**src/core/fosc_pkg.sv**
```systemverilog
/*
  fosc_pkg: constants, register map and carrier types of the fan output
  sequencer controller.
  Assumes a single 25 MHz core clock and a simple strobe register port.
*/
//
// Contract
// - mode key toggles automatic and manual
// - manual mode starts outputs one at a time
// - manual delay minimum and default 10 s
// - delay edited per digit, enter stores
// - automatic delay comes from remote register
// - overload lights led, displays, reports upstream
// - clear-one key clears one, clear-all clears all
// - persisting fault raises warning again
// - blown fuse latched and cleared like overload
// - idle blanks screen, leds cycle, key wakes
// - automatic without gateway: outputs off after 60 min
// - manual mode bypasses network loss shutdown
// - gateway seen again resumes automatic by itself
// - display mode, strength, no-gateway, no-network
// - down key shows per-channel diagnostic bits
// - builds with 12 or 6 outputs
// - strength percent from latest received packet
// - single channel: clear key, strength icon
package fosc_pkg;

  // -----------------------------------------------------------------
  // timing
  // -----------------------------------------------------------------
  localparam int CLK_HZ         = 25_000_000;       // core clock rate
  localparam int TICK_S         = 1;                // timebase period, s
  localparam int TICK_CYCLES    = CLK_HZ * TICK_S;  // cycles per timebase
  localparam int DELAY_MIN_S    = 10;               // manual delay floor
  localparam int NETLOSS_MIN    = 60;               // loss shutdown, min
  localparam int NETLOSS_S      = NETLOSS_MIN * 60; // same, in seconds
  localparam int SAVER_S        = 300;              // idle before blanking
  localparam int STARTUP_S      = 3;                // start-up info shown
  localparam int MAX_CH         = 12;

  // -----------------------------------------------------------------
  // register map, byte addresses
  // -----------------------------------------------------------------
  localparam logic [7:0] REG_REMOTE_CMD = 8'h00;
  localparam logic [7:0] REG_AUTO_DLY   = 8'h04;
  localparam logic [7:0] REG_RSSI       = 8'h08;
  localparam logic [7:0] REG_STATUS     = 8'h0c;
  localparam logic [7:0] REG_WARN       = 8'h10;
  localparam logic [7:0] REG_DIAG_IN    = 8'h14;
  localparam logic [7:0] REG_DIAG_OUT   = 8'h18;
  localparam logic [7:0] REG_DIAG_FUSE  = 8'h1c;
  localparam logic [7:0] REG_MAN_DLY    = 8'h20;

  localparam logic [15:0] AUTO_DLY_RST  = 16'h000a;
  localparam logic [11:0] MAN_BCD_RST   = 12'h010;   // 10 s in bcd
  localparam int WARN_FUSE_LSB          = 16;

  // status bit positions
  localparam int ST_MANUAL   = 0;
  localparam int ST_GW       = 1;
  localparam int ST_NET      = 2;
  localparam int ST_SHUTDOWN = 3;
  localparam int ST_SCREEN   = 4;
  localparam int ST_EDITING  = 5;

  // signal icon thresholds in percent
  localparam logic [7:0] ICON_T1 = 8'h19;
  localparam logic [7:0] ICON_T2 = 8'h32;
  localparam logic [7:0] ICON_T3 = 8'h4b;

  // -----------------------------------------------------------------
  // types
  // -----------------------------------------------------------------
  typedef struct packed {
    logic mode;
    logic clear_one_warning_key;
    logic clear_all_warnings_key;
    logic clear_key;
    logic enter;
    logic up;
    logic down;
    logic left;
    logic right;
  } fosc_keys_t;

  typedef enum logic [1:0] {
    PG_START = 2'b00,
    PG_HOME  = 2'b01,
    PG_DIAG  = 2'b10,
    PG_DELAY = 2'b11
  } fosc_page_t;

  typedef struct packed {
    fosc_page_t  page;
    logic        blank;
    logic        manual;
    logic        no_gateway;
    logic        no_network;
    logic [7:0]  pct;
    logic [2:0]  icon;      // 0 = cross, 1..4 = waves
    logic        editing;
    logic [1:0]  cursor;
    logic [11:0] digits;
    logic        warning;
  } fosc_disp_t;

endpackage

```
**src/core/fosc_controller.sv**
```systemverilog
/*
  fosc_controller: mode selection, output sequencing, warning latches,
  network loss shutdown, screen saver and display state of the fan
  output sequencer controller.
  Assumes keys, fault and presence inputs are synchronous and debounced,
  and that the register master never issues both strobes together.
*/
// Our own choices: the address-and-strobe port and the register offsets.
`timescale 1ns/1ps
`default_nettype none

module fosc_controller
  import fosc_pkg::*;
#(
  parameter int N_CH        = 12,
  parameter int TICK_CYC    = TICK_CYCLES,
  parameter int NETLOSS_SEC = NETLOSS_S,
  parameter int SAVER_SEC   = SAVER_S
) (
  input  wire logic             i_core_clk,
  input  wire logic             i_resetn,
  input  wire logic [7:0]       i_addr,
  input  wire logic [31:0]      i_wdata,
  input  wire logic             i_wr,
  input  wire logic             i_rd,
  output logic      [31:0]      o_rdata,
  input  wire fosc_keys_t       i_keys,
  input  wire logic             i_gw_seen,
  input  wire logic             i_net_seen,
  input  wire logic [N_CH-1:0]  i_overload,
  input  wire logic [N_CH-1:0]  i_fuse_blown,
  input  wire logic [N_CH-1:0]  i_fan_run,
  output logic      [N_CH-1:0]  o_fan_on,
  output logic                  o_warn_led,
  output logic                  o_warn_event,
  output logic      [2:0]       o_led_cycle,
  output fosc_disp_t            o_disp
);

  // -----------------------------------------------------------------
  // elaboration checks
  // -----------------------------------------------------------------
  generate
    if (!(N_CH == 1 || N_CH == 6 || N_CH == 12)) begin : g_bad_ch
      $error("N_CH must be 1, 6 or 12");
    end
    if (TICK_CYC < 1 || NETLOSS_SEC < 1 || SAVER_SEC < 1 || NETLOSS_SEC > 65535) begin : g_bad_time
      $error("timing parameters out of range");
    end
  endgenerate

  // -----------------------------------------------------------------
  // state
  // -----------------------------------------------------------------
  typedef struct packed {
    logic [31:0]     rdata;
    logic [N_CH-1:0] remote_cmd;
    logic [15:0]     auto_dly;
    logic [7:0]      rssi;
    logic            manual;
    fosc_keys_t      keys_prev;
    logic [31:0]     tick_cnt;
    logic [15:0]     seq_cnt;
    logic            seq_wait;
    logic [15:0]     loss_s;
    logic            shutdown;
    logic [15:0]     idle_s;
    logic            blank;
    logic [2:0]      led;
    logic [7:0]      start_s;
    fosc_page_t      page;
    logic            editing;
    logic [1:0]      cursor;
    logic [11:0]     digits;
    logic [11:0]     man_bcd;
    logic [N_CH-1:0] ovl;
    logic [N_CH-1:0] fuse;
    logic            warn_evt;
    logic            warn_led;
    logic [N_CH-1:0] fan;
    fosc_disp_t      disp;
  } fosc_state_t;

  fosc_state_t s_r;
  fosc_state_t s_nxt;

  // -----------------------------------------------------------------
  // helpers
  // -----------------------------------------------------------------
  // isolate the lowest set bit; used for clear-one and next output
  function automatic logic [2*MAX_CH-1:0] lsb_onehot(input logic [2*MAX_CH-1:0] v);
    lsb_onehot = v & (~v + 24'h000001);
  endfunction

  // three bcd digits to seconds
  function automatic logic [15:0] bcd_to_s(input logic [11:0] b);
    bcd_to_s = 16'(b[11:8]) * 16'h0064 + 16'(b[7:4]) * 16'h000a + 16'(b[3:0]);
  endfunction

  // step one bcd digit up or down with wrap
  function automatic logic [11:0] bcd_step(input logic [11:0] b, input logic [1:0] pos, input logic up);
    logic [3:0]  d;
    logic [11:0] r;
    r = b;
    d = b[4*pos +: 4];
    if (up) begin
      d = (d == 4'h9) ? 4'h0 : d + 4'h1;
    end else begin
      d = (d == 4'h0) ? 4'h9 : d - 4'h1;
    end
    r[4*pos +: 4] = d;
    bcd_step = r;
  endfunction

  // strength icon: cross with no link, else wave count
  function automatic logic [2:0] rssi_icon(input logic [7:0] pct, input logic link);
    if (!link) begin
      rssi_icon = 3'h0;
    end else if (pct < ICON_T1) begin
      rssi_icon = 3'h1;
    end else if (pct < ICON_T2) begin
      rssi_icon = 3'h2;
    end else if (pct < ICON_T3) begin
      rssi_icon = 3'h3;
    end else begin
      rssi_icon = 3'h4;
    end
  endfunction

  // -----------------------------------------------------------------
  // next state
  // -----------------------------------------------------------------
  always_comb begin
    fosc_keys_t              press;
    fosc_keys_t              act;
    logic                    tick;
    logic                    lost;
    logic [2*MAX_CH-1:0]     w;
    logic [2*MAX_CH-1:0]     w_old;
    logic [N_CH-1:0]         target;
    logic [N_CH-1:0]         pending;
    logic [15:0]             dly;
    logic [15:0]             man_s;
    logic [2*MAX_CH-1:0]     first;
    press   = '0;
    act     = '0;
    tick    = 1'b0;
    lost    = 1'b0;
    w       = '0;
    w_old   = '0;
    target  = '0;
    pending = '0;
    dly     = '0;
    man_s   = '0;
    first   = '0;
    s_nxt   = s_r;

    // timebase: one-cycle pulse per second
    tick = (s_r.tick_cnt == 32'(TICK_CYC - 1));
    s_nxt.tick_cnt = tick ? 32'h0 : s_r.tick_cnt + 32'h1;

    // key edges; levels are held by the keypad
    press = i_keys & ~s_r.keys_prev;
    s_nxt.keys_prev = i_keys;

    // screen saver; a wake-up press is swallowed so it cannot flip
    // the mode by accident while the screen is dark
    if (|press) begin
      s_nxt.idle_s = 16'h0;
      s_nxt.blank  = 1'b0;
      act          = s_r.blank ? fosc_keys_t'('0) : press;
    end else if (tick && !s_r.blank) begin
      if (s_r.idle_s == 16'(SAVER_SEC - 1)) begin
        s_nxt.blank = 1'b1;
      end else begin
        s_nxt.idle_s = s_r.idle_s + 16'h1;
      end
    end
    if (s_nxt.blank) begin
      if (tick || s_r.led == 3'h0) begin
        s_nxt.led = (s_r.led == 3'h0) ? 3'h1 : {s_r.led[1:0], s_r.led[2]};
      end
    end else begin
      s_nxt.led = 3'h0;
    end

    // mode key
    if (act.mode) begin
      s_nxt.manual = ~s_r.manual;
    end

    // pages and delay editor
    man_s = bcd_to_s(s_r.man_bcd);
    case (s_r.page)
      PG_START: begin
        if (tick) begin
          if (s_r.start_s == 8'(STARTUP_S - 1)) begin
            s_nxt.page = PG_HOME;
          end else begin
            s_nxt.start_s = s_r.start_s + 8'h1;
          end
        end
      end
      PG_HOME: begin
        if (act.down) begin
          s_nxt.page = PG_DIAG;
        end else if (act.right) begin
          s_nxt.page = PG_DELAY;
        end
      end
      PG_DIAG: begin
        if (act.up) begin
          s_nxt.page = PG_HOME;
        end
      end
      PG_DELAY: begin
        if (!s_r.editing) begin
          if (act.enter) begin
            s_nxt.editing = 1'b1;
            s_nxt.digits  = s_r.man_bcd;
            s_nxt.cursor  = 2'h0;
          end else if (act.left) begin
            s_nxt.page = PG_HOME;
          end
        end else if (act.enter) begin
          s_nxt.editing = 1'b0;
          if (bcd_to_s(s_r.digits) < 16'(DELAY_MIN_S)) begin
            s_nxt.man_bcd = MAN_BCD_RST;
          end else begin
            s_nxt.man_bcd = s_r.digits;
          end
        end else if (act.left) begin
          s_nxt.cursor = (s_r.cursor == 2'h2) ? 2'h2 : s_r.cursor + 2'h1;
        end else if (act.right) begin
          s_nxt.cursor = (s_r.cursor == 2'h0) ? 2'h0 : s_r.cursor - 2'h1;
        end else if (act.up || act.down) begin
          s_nxt.digits = bcd_step(s_r.digits, s_r.cursor, act.up);
        end
      end
      default: begin
        s_nxt.page = PG_HOME;
      end
    endcase

    // warnings: clear first, then the live condition sets again so a
    // fault that persists or arrives with the clear is never lost
    w_old = {(2*MAX_CH)'(s_r.fuse) << MAX_CH} | (2*MAX_CH)'(s_r.ovl);
    w     = w_old;
    if (act.clear_all_warnings_key || act.clear_key) begin
      w = '0;
    end else if (act.clear_one_warning_key) begin
      w = w & ~lsb_onehot(w);
    end
    w = w | ((2*MAX_CH)'(i_fuse_blown) << MAX_CH) | (2*MAX_CH)'(i_overload);
    s_nxt.ovl      = w[N_CH-1:0];
    s_nxt.fuse     = w[MAX_CH +: N_CH];
    s_nxt.warn_evt = |(w & ~w_old);
    s_nxt.warn_led = |w;

    // network loss; manual mode clears and bypasses the timer
    lost = ~i_gw_seen | ~i_net_seen;
    if (!lost || s_nxt.manual) begin
      s_nxt.loss_s   = 16'h0;
      s_nxt.shutdown = 1'b0;
    end else if (tick && !s_r.shutdown) begin
      if (s_r.loss_s == 16'(NETLOSS_SEC)) begin
        s_nxt.shutdown = 1'b1;
      end else begin
        s_nxt.loss_s = s_r.loss_s + 16'h1;
      end
    end

    // output sequencer: stops at once, starts one at a time
    if (s_nxt.manual) begin
      target = '1;
      dly    = man_s;
    end else begin
      target = s_nxt.shutdown ? '0 : s_r.remote_cmd;
      dly    = s_r.auto_dly;
    end
    s_nxt.fan = s_r.fan & target;
    pending   = target & ~s_r.fan;
    if (s_r.seq_wait) begin
      // first tick after a start is partial, so one extra is waited
      if (tick) begin
        if (s_r.seq_cnt >= dly) begin
          s_nxt.seq_wait = 1'b0;
        end else begin
          s_nxt.seq_cnt = s_r.seq_cnt + 16'h1;
        end
      end
    end else if (|pending) begin
      first          = lsb_onehot((2*MAX_CH)'(pending));
      s_nxt.fan      = s_nxt.fan | first[N_CH-1:0];
      s_nxt.seq_wait = 1'b1;
      s_nxt.seq_cnt  = 16'h0;
    end

    // register writes
    if (i_wr) begin
      case (i_addr)
        REG_REMOTE_CMD: s_nxt.remote_cmd = i_wdata[N_CH-1:0];
        REG_AUTO_DLY:   s_nxt.auto_dly   = i_wdata[15:0];
        REG_RSSI:       s_nxt.rssi       = i_wdata[7:0];
        default:        s_nxt.rssi       = s_nxt.rssi;
      endcase
    end

    // register reads: data valid the cycle after the strobe only
    s_nxt.rdata = 32'h0;
    if (i_rd) begin
      case (i_addr)
        REG_REMOTE_CMD: s_nxt.rdata = 32'(s_r.remote_cmd);
        REG_AUTO_DLY:   s_nxt.rdata = 32'(s_r.auto_dly);
        REG_RSSI:       s_nxt.rdata = 32'(s_r.rssi);
        REG_STATUS: begin
          s_nxt.rdata[ST_MANUAL]   = s_r.manual;
          s_nxt.rdata[ST_GW]       = i_gw_seen;
          s_nxt.rdata[ST_NET]      = i_net_seen;
          s_nxt.rdata[ST_SHUTDOWN] = s_r.shutdown;
          s_nxt.rdata[ST_SCREEN]   = ~s_r.blank;
          s_nxt.rdata[ST_EDITING]  = s_r.editing;
        end
        REG_WARN:      s_nxt.rdata = (32'(s_r.fuse) << WARN_FUSE_LSB) | 32'(s_r.ovl);
        REG_DIAG_IN:   s_nxt.rdata = 32'(i_fan_run);
        REG_DIAG_OUT:  s_nxt.rdata = 32'(s_r.fan);
        REG_DIAG_FUSE: s_nxt.rdata = 32'(i_fuse_blown);
        REG_MAN_DLY:   s_nxt.rdata = 32'(man_s);
        default:       s_nxt.rdata = 32'h0;
      endcase
    end

    // display picture, taken from the next state
    s_nxt.disp.page       = s_nxt.page;
    s_nxt.disp.blank      = s_nxt.blank;
    s_nxt.disp.manual     = s_nxt.manual;
    s_nxt.disp.no_gateway = ~i_gw_seen;
    s_nxt.disp.no_network = i_gw_seen & ~i_net_seen;
    s_nxt.disp.pct        = s_nxt.rssi;
    s_nxt.disp.icon       = rssi_icon(s_nxt.rssi, ~lost);
    s_nxt.disp.editing    = s_nxt.editing;
    s_nxt.disp.cursor     = s_nxt.cursor;
    s_nxt.disp.digits     = s_nxt.editing ? s_nxt.digits : s_nxt.man_bcd;
    s_nxt.disp.warning    = s_nxt.warn_led;
  end

  // -----------------------------------------------------------------
  // state register
  // -----------------------------------------------------------------
  always_ff @(posedge i_core_clk or negedge i_resetn) begin
    if (!i_resetn) begin
      s_r          <= '0;
      s_r.auto_dly <= AUTO_DLY_RST;
      s_r.man_bcd  <= MAN_BCD_RST;
      s_r.page     <= PG_START;
      s_r.disp     <= '0;
    end else begin
      s_r <= s_nxt;
    end
  end

  // outputs straight from the state flops
  assign o_rdata      = s_r.rdata;
  assign o_fan_on     = s_r.fan;
  assign o_warn_led   = s_r.warn_led;
  assign o_warn_event = s_r.warn_evt;
  assign o_led_cycle  = s_r.led;
  assign o_disp       = s_r.disp;

endmodule

`default_nettype wire

```
**config.mk**
```make
export PLATFORM = sky130hd
export DESIGN_NAME = fosc_controller
export DESIGN_NICKNAME = d
export VERILOG_FILES = /design/src/core/fosc_pkg.sv /design/src/core/fosc_controller.sv
export SDC_FILE = /design/constraint.sdc
export NUM_CORES = 1
export LEC_CHECK = 0
export ABC_AREA = 1
export BUFFER_PORTS_ARGS = -buffer_cell sky130_fd_sc_hd__buf_2
export CORE_MARGIN = 2
export CORE_UTILIZATION = 40
export DETAILED_ROUTE_END_ITERATION = 16
export PLACE_DENSITY = 0.63
export SLEW_MARGIN = 40
export SYNTH_ARGS = -nofsm -noshare
export SYNTH_HDL_FRONTEND = slang
export SYNTH_SLANG_ARGS = --single-unit
```
**constraint.sdc**
```tcl
create_clock -name i_core_clk -period 5.4 [get_ports i_core_clk]
set_input_delay 1.08 -clock i_core_clk [delete_from_list [all_inputs] [get_ports i_core_clk]]
set_output_delay 1.08 -clock i_core_clk [all_outputs]
set_load 0.01 [all_outputs]
```
==> out/metrics.cfg <==
[worst_setup_path]
r2r_cells = 22
worstReg2RegEnd = s_r[153]
reg2reg_slack_ns = 0.43
path_max_fanout = 9
setup.worst_path.end_class = register
arrival_ns = 5.49
path_cells = ha_1 -> ha_1 -> fa_1 -> ha_1 -> ha_1 -> nand2_1 -> o21ai_0 -> a21oi_1 -> o21ai_0 -> nand2_1 -> a21oi_1 -> xor2_1 -> o21ai_0 -> ha_1 -> nand2_1 -> nor3_1 -> nand2_1 -> nand3_1 -> or2_1 -> buf_4 -> nand3_2 -> nand2_1
worst_path_max_delay_cell = fa_1
worst_path_largest_cell_delay_ns = 0.43
r2r_start = s_r[76]
start_kind = register
critPathKind = reg2reg
crit_required_ns = 5.92

[place]
portBuffers = 152
placed_cell_area_mm2 = 0.0164
place.gp.congestion = 0.972
place_ws_ns = 0.380
dpl.hpwl_um = 32100

[route]
vias = 13747
drtIter0Drc = 1222
drt_first_pass_iters = 6
drc = 0
wire_per_inst_um = 16.2
via_per_inst = 5.27
finalWirelength_um = 42300
antenna_left = 0

[timing]
finalHoldViolCount = 0
slew_violations = 0
layout_setup_ws_ns = 0.425
finalCritPeriodShare_pct = 92.1
skew_ns = 0.0414
finalCriticalPeriod_ns = 4.97
setup-tns-final_ns = 0
max_freq_mhz = 201
timing.hold.ws_ns = 0.377
max_slew_margin_pct = 45.3
rsz0062_at_grt = no
setup_violations = 0
tightest_slew_ns = 0.818

[finish]
layout_common_cells = 392 x nand2_1, 272 x inv_1, 249 x dfrtp_1
diodes = 0
final_cell_area_mm2 = 0.0175
drive_gt1_share_pct = 13.2
syn2layout_area_growth_pct = 11.1
final.fill_count = 3884
fin_nets = 2254
final_common_cell = nand2_1

[grt]
grt_max_degree = 103
grt_most_used_layer = met2
grt_pass1_vias = 13290
grt_use_met2_pct = 33.5
grt_util_all_layers_pct = 20.7
grt.met1_usage_pct = 28.2
use_met3_pct = 4.18
antenna_found_initial = 0
grt_pass1_wl_um = 69100
grt_overflow = 0

[yosys]
synth-main-ff-cell = dfrtp_1
ys_types = 62
ys_top_cells_by_area = dfrtp_1 40%, nand2_1 9.4%, ha_1 6.5%, inv_1 6.5%, nand3_1 4.3%
synth_edf_count = 0
synth_seq_area_share_pct = 40.2
synth_top_area_share_pct = 39.7
ys_seq_elements = 252
synth_area_mm2 = 0.0157
synth_area_per_cell_um2 = 7.85
syn_inst = 2001
yosys_warnings = 0
async_flop_share_pct = 100
synth_top_cell_by_area = dfrtp_1

[run]
cap_violations = 0

[clocking]
htree_num_levels = 1
cts_tree = yes
cts-root-buf = clkbuf_16
cts_resized = 0
clock_latency_ns = 0.58
numCtsBuffers = 30
cts_setup_buffers = 0
cts.sinks = 252
clkTransAtPathRegs_ns = 0.06
clock_path_buffers = 3
cts_hold_buf = 0

[outcome]
status = complete, no violations

[floorplan]
die_area_mm2 = 0.0409
die_w_um = 202
ios = 173
die_h_um = 202
initial_core_util_pct = 40.6
fp-row-count = 72
core_area_mm2 = 0.0387

[pwr]
power_mw = 7.58
max-vdd-ir-drop_mv = 0.379
cellLeakagePower_nw = 8.53
cellPowerDensity_mw_per_mm2 = 434

[hold_path]
hp-class = in2async

[worst max-delay path, delay by kind of cell, from the launching register on]
kind	cells	cell delay (ns)
fa+ha+maj	6	1.89
buf+inv	1	0.27
simple gates	9	1.20
compound gates	5	0.95
flops	1	0.41
xor+xnor	1	0.23
[layout make-up]
class | count | area, um2 | share of cell area [%]
multi-input cells | 1336 | 7550 | 43.2
clock inverters | 6 | 111 | 0.638
flip-flops and latches | 252 | 6310 | 36.2
clock buffers | 44 | 885 | 5.07
repair buffers | 159 | 856 | 4.90
well taps | 518 | 648 | 3.71
inverters | 292 | 1100 | 6.28
[cells by family after synthesis]
logic type      count (synthesis)  share of synthesized area, %
compound gates                327                          11.8
xor+xnor                       49                          2.73
fa+ha+maj                      92                          7.80
buf+inv                       416                          12.1
flops                         252                          40.2
mux                             5                         0.350
other cells                     1                        0.0239
simple gates                  859                          25.1
[where the power goes]
group | switching [mW] | internal [mW] | leakage, nW
sequential | 0.239 | 2.08 | 3.28
clock | 0.799 | 1.26 | 0.484
combinational | 2.03 | 1.17 | 4.77
[stage by stage]
stage	instances	util, %
after detailed placement	2557	42.5
final	2607	45.1
after floorplan	2004	-
after CTS	2607	45.0
after global placement	2556	42.4
after global routing	2607	45.1
[layer usage]
metal,vias to the layer above,routed length (um)
met5,-,0
met4,0,1150
met3,68,3130
met2,465,19300
met1,6535,18700
li1,6679,-
[Yosys cell counts, types with 6 or more instances]
cell,instances
inv_2,15
fa_1,10
buf_4,80
xnor2_1,15
xor2_1,34
nor3_1,63
o21ai_1,8
nand4_1,43
a21oi_1,95
o31ai_1,7
nor4_1,22
dfrtp_1,249
o211ai_1,11
nor2_1,142
nand3_2,12
o21ai_0,136
clkbuf_1,34
a221oi_1,10
nand3_1,136
nand2_1,394
ha_1,82
inv_1,272
buf_2,7
nor2_2,6
or2_2,8
a31oi_1,16
o22ai_1,22
[sequential cells by signal (all words and copies together) (netlist names)]
signal and count:
o_disp 33, o_fan_on 12, o_led_cycle 3, o_rdata 28
o_warn_event 1, s_r 175
[worst max-delay path by stage]
stage | to | from | slack, ns | cells past startpoint
after floorplan | s_r[152] | s_r[76] | 0.86 | 23
after global placement | s_r[160] | s_r[76] | 0.18 | 21
after detailed placement | s_r[158] | s_r[76] | 0.38 | 21
after CTS | s_r[158] | s_r[76] | 0.36 | 21
after global routing | s_r[157] | s_r[76] | 0.03 | 22
final | s_r[153] | s_r[76] | 0.43 | 22
Note: power is estimated with default switching activity, not from simulation.
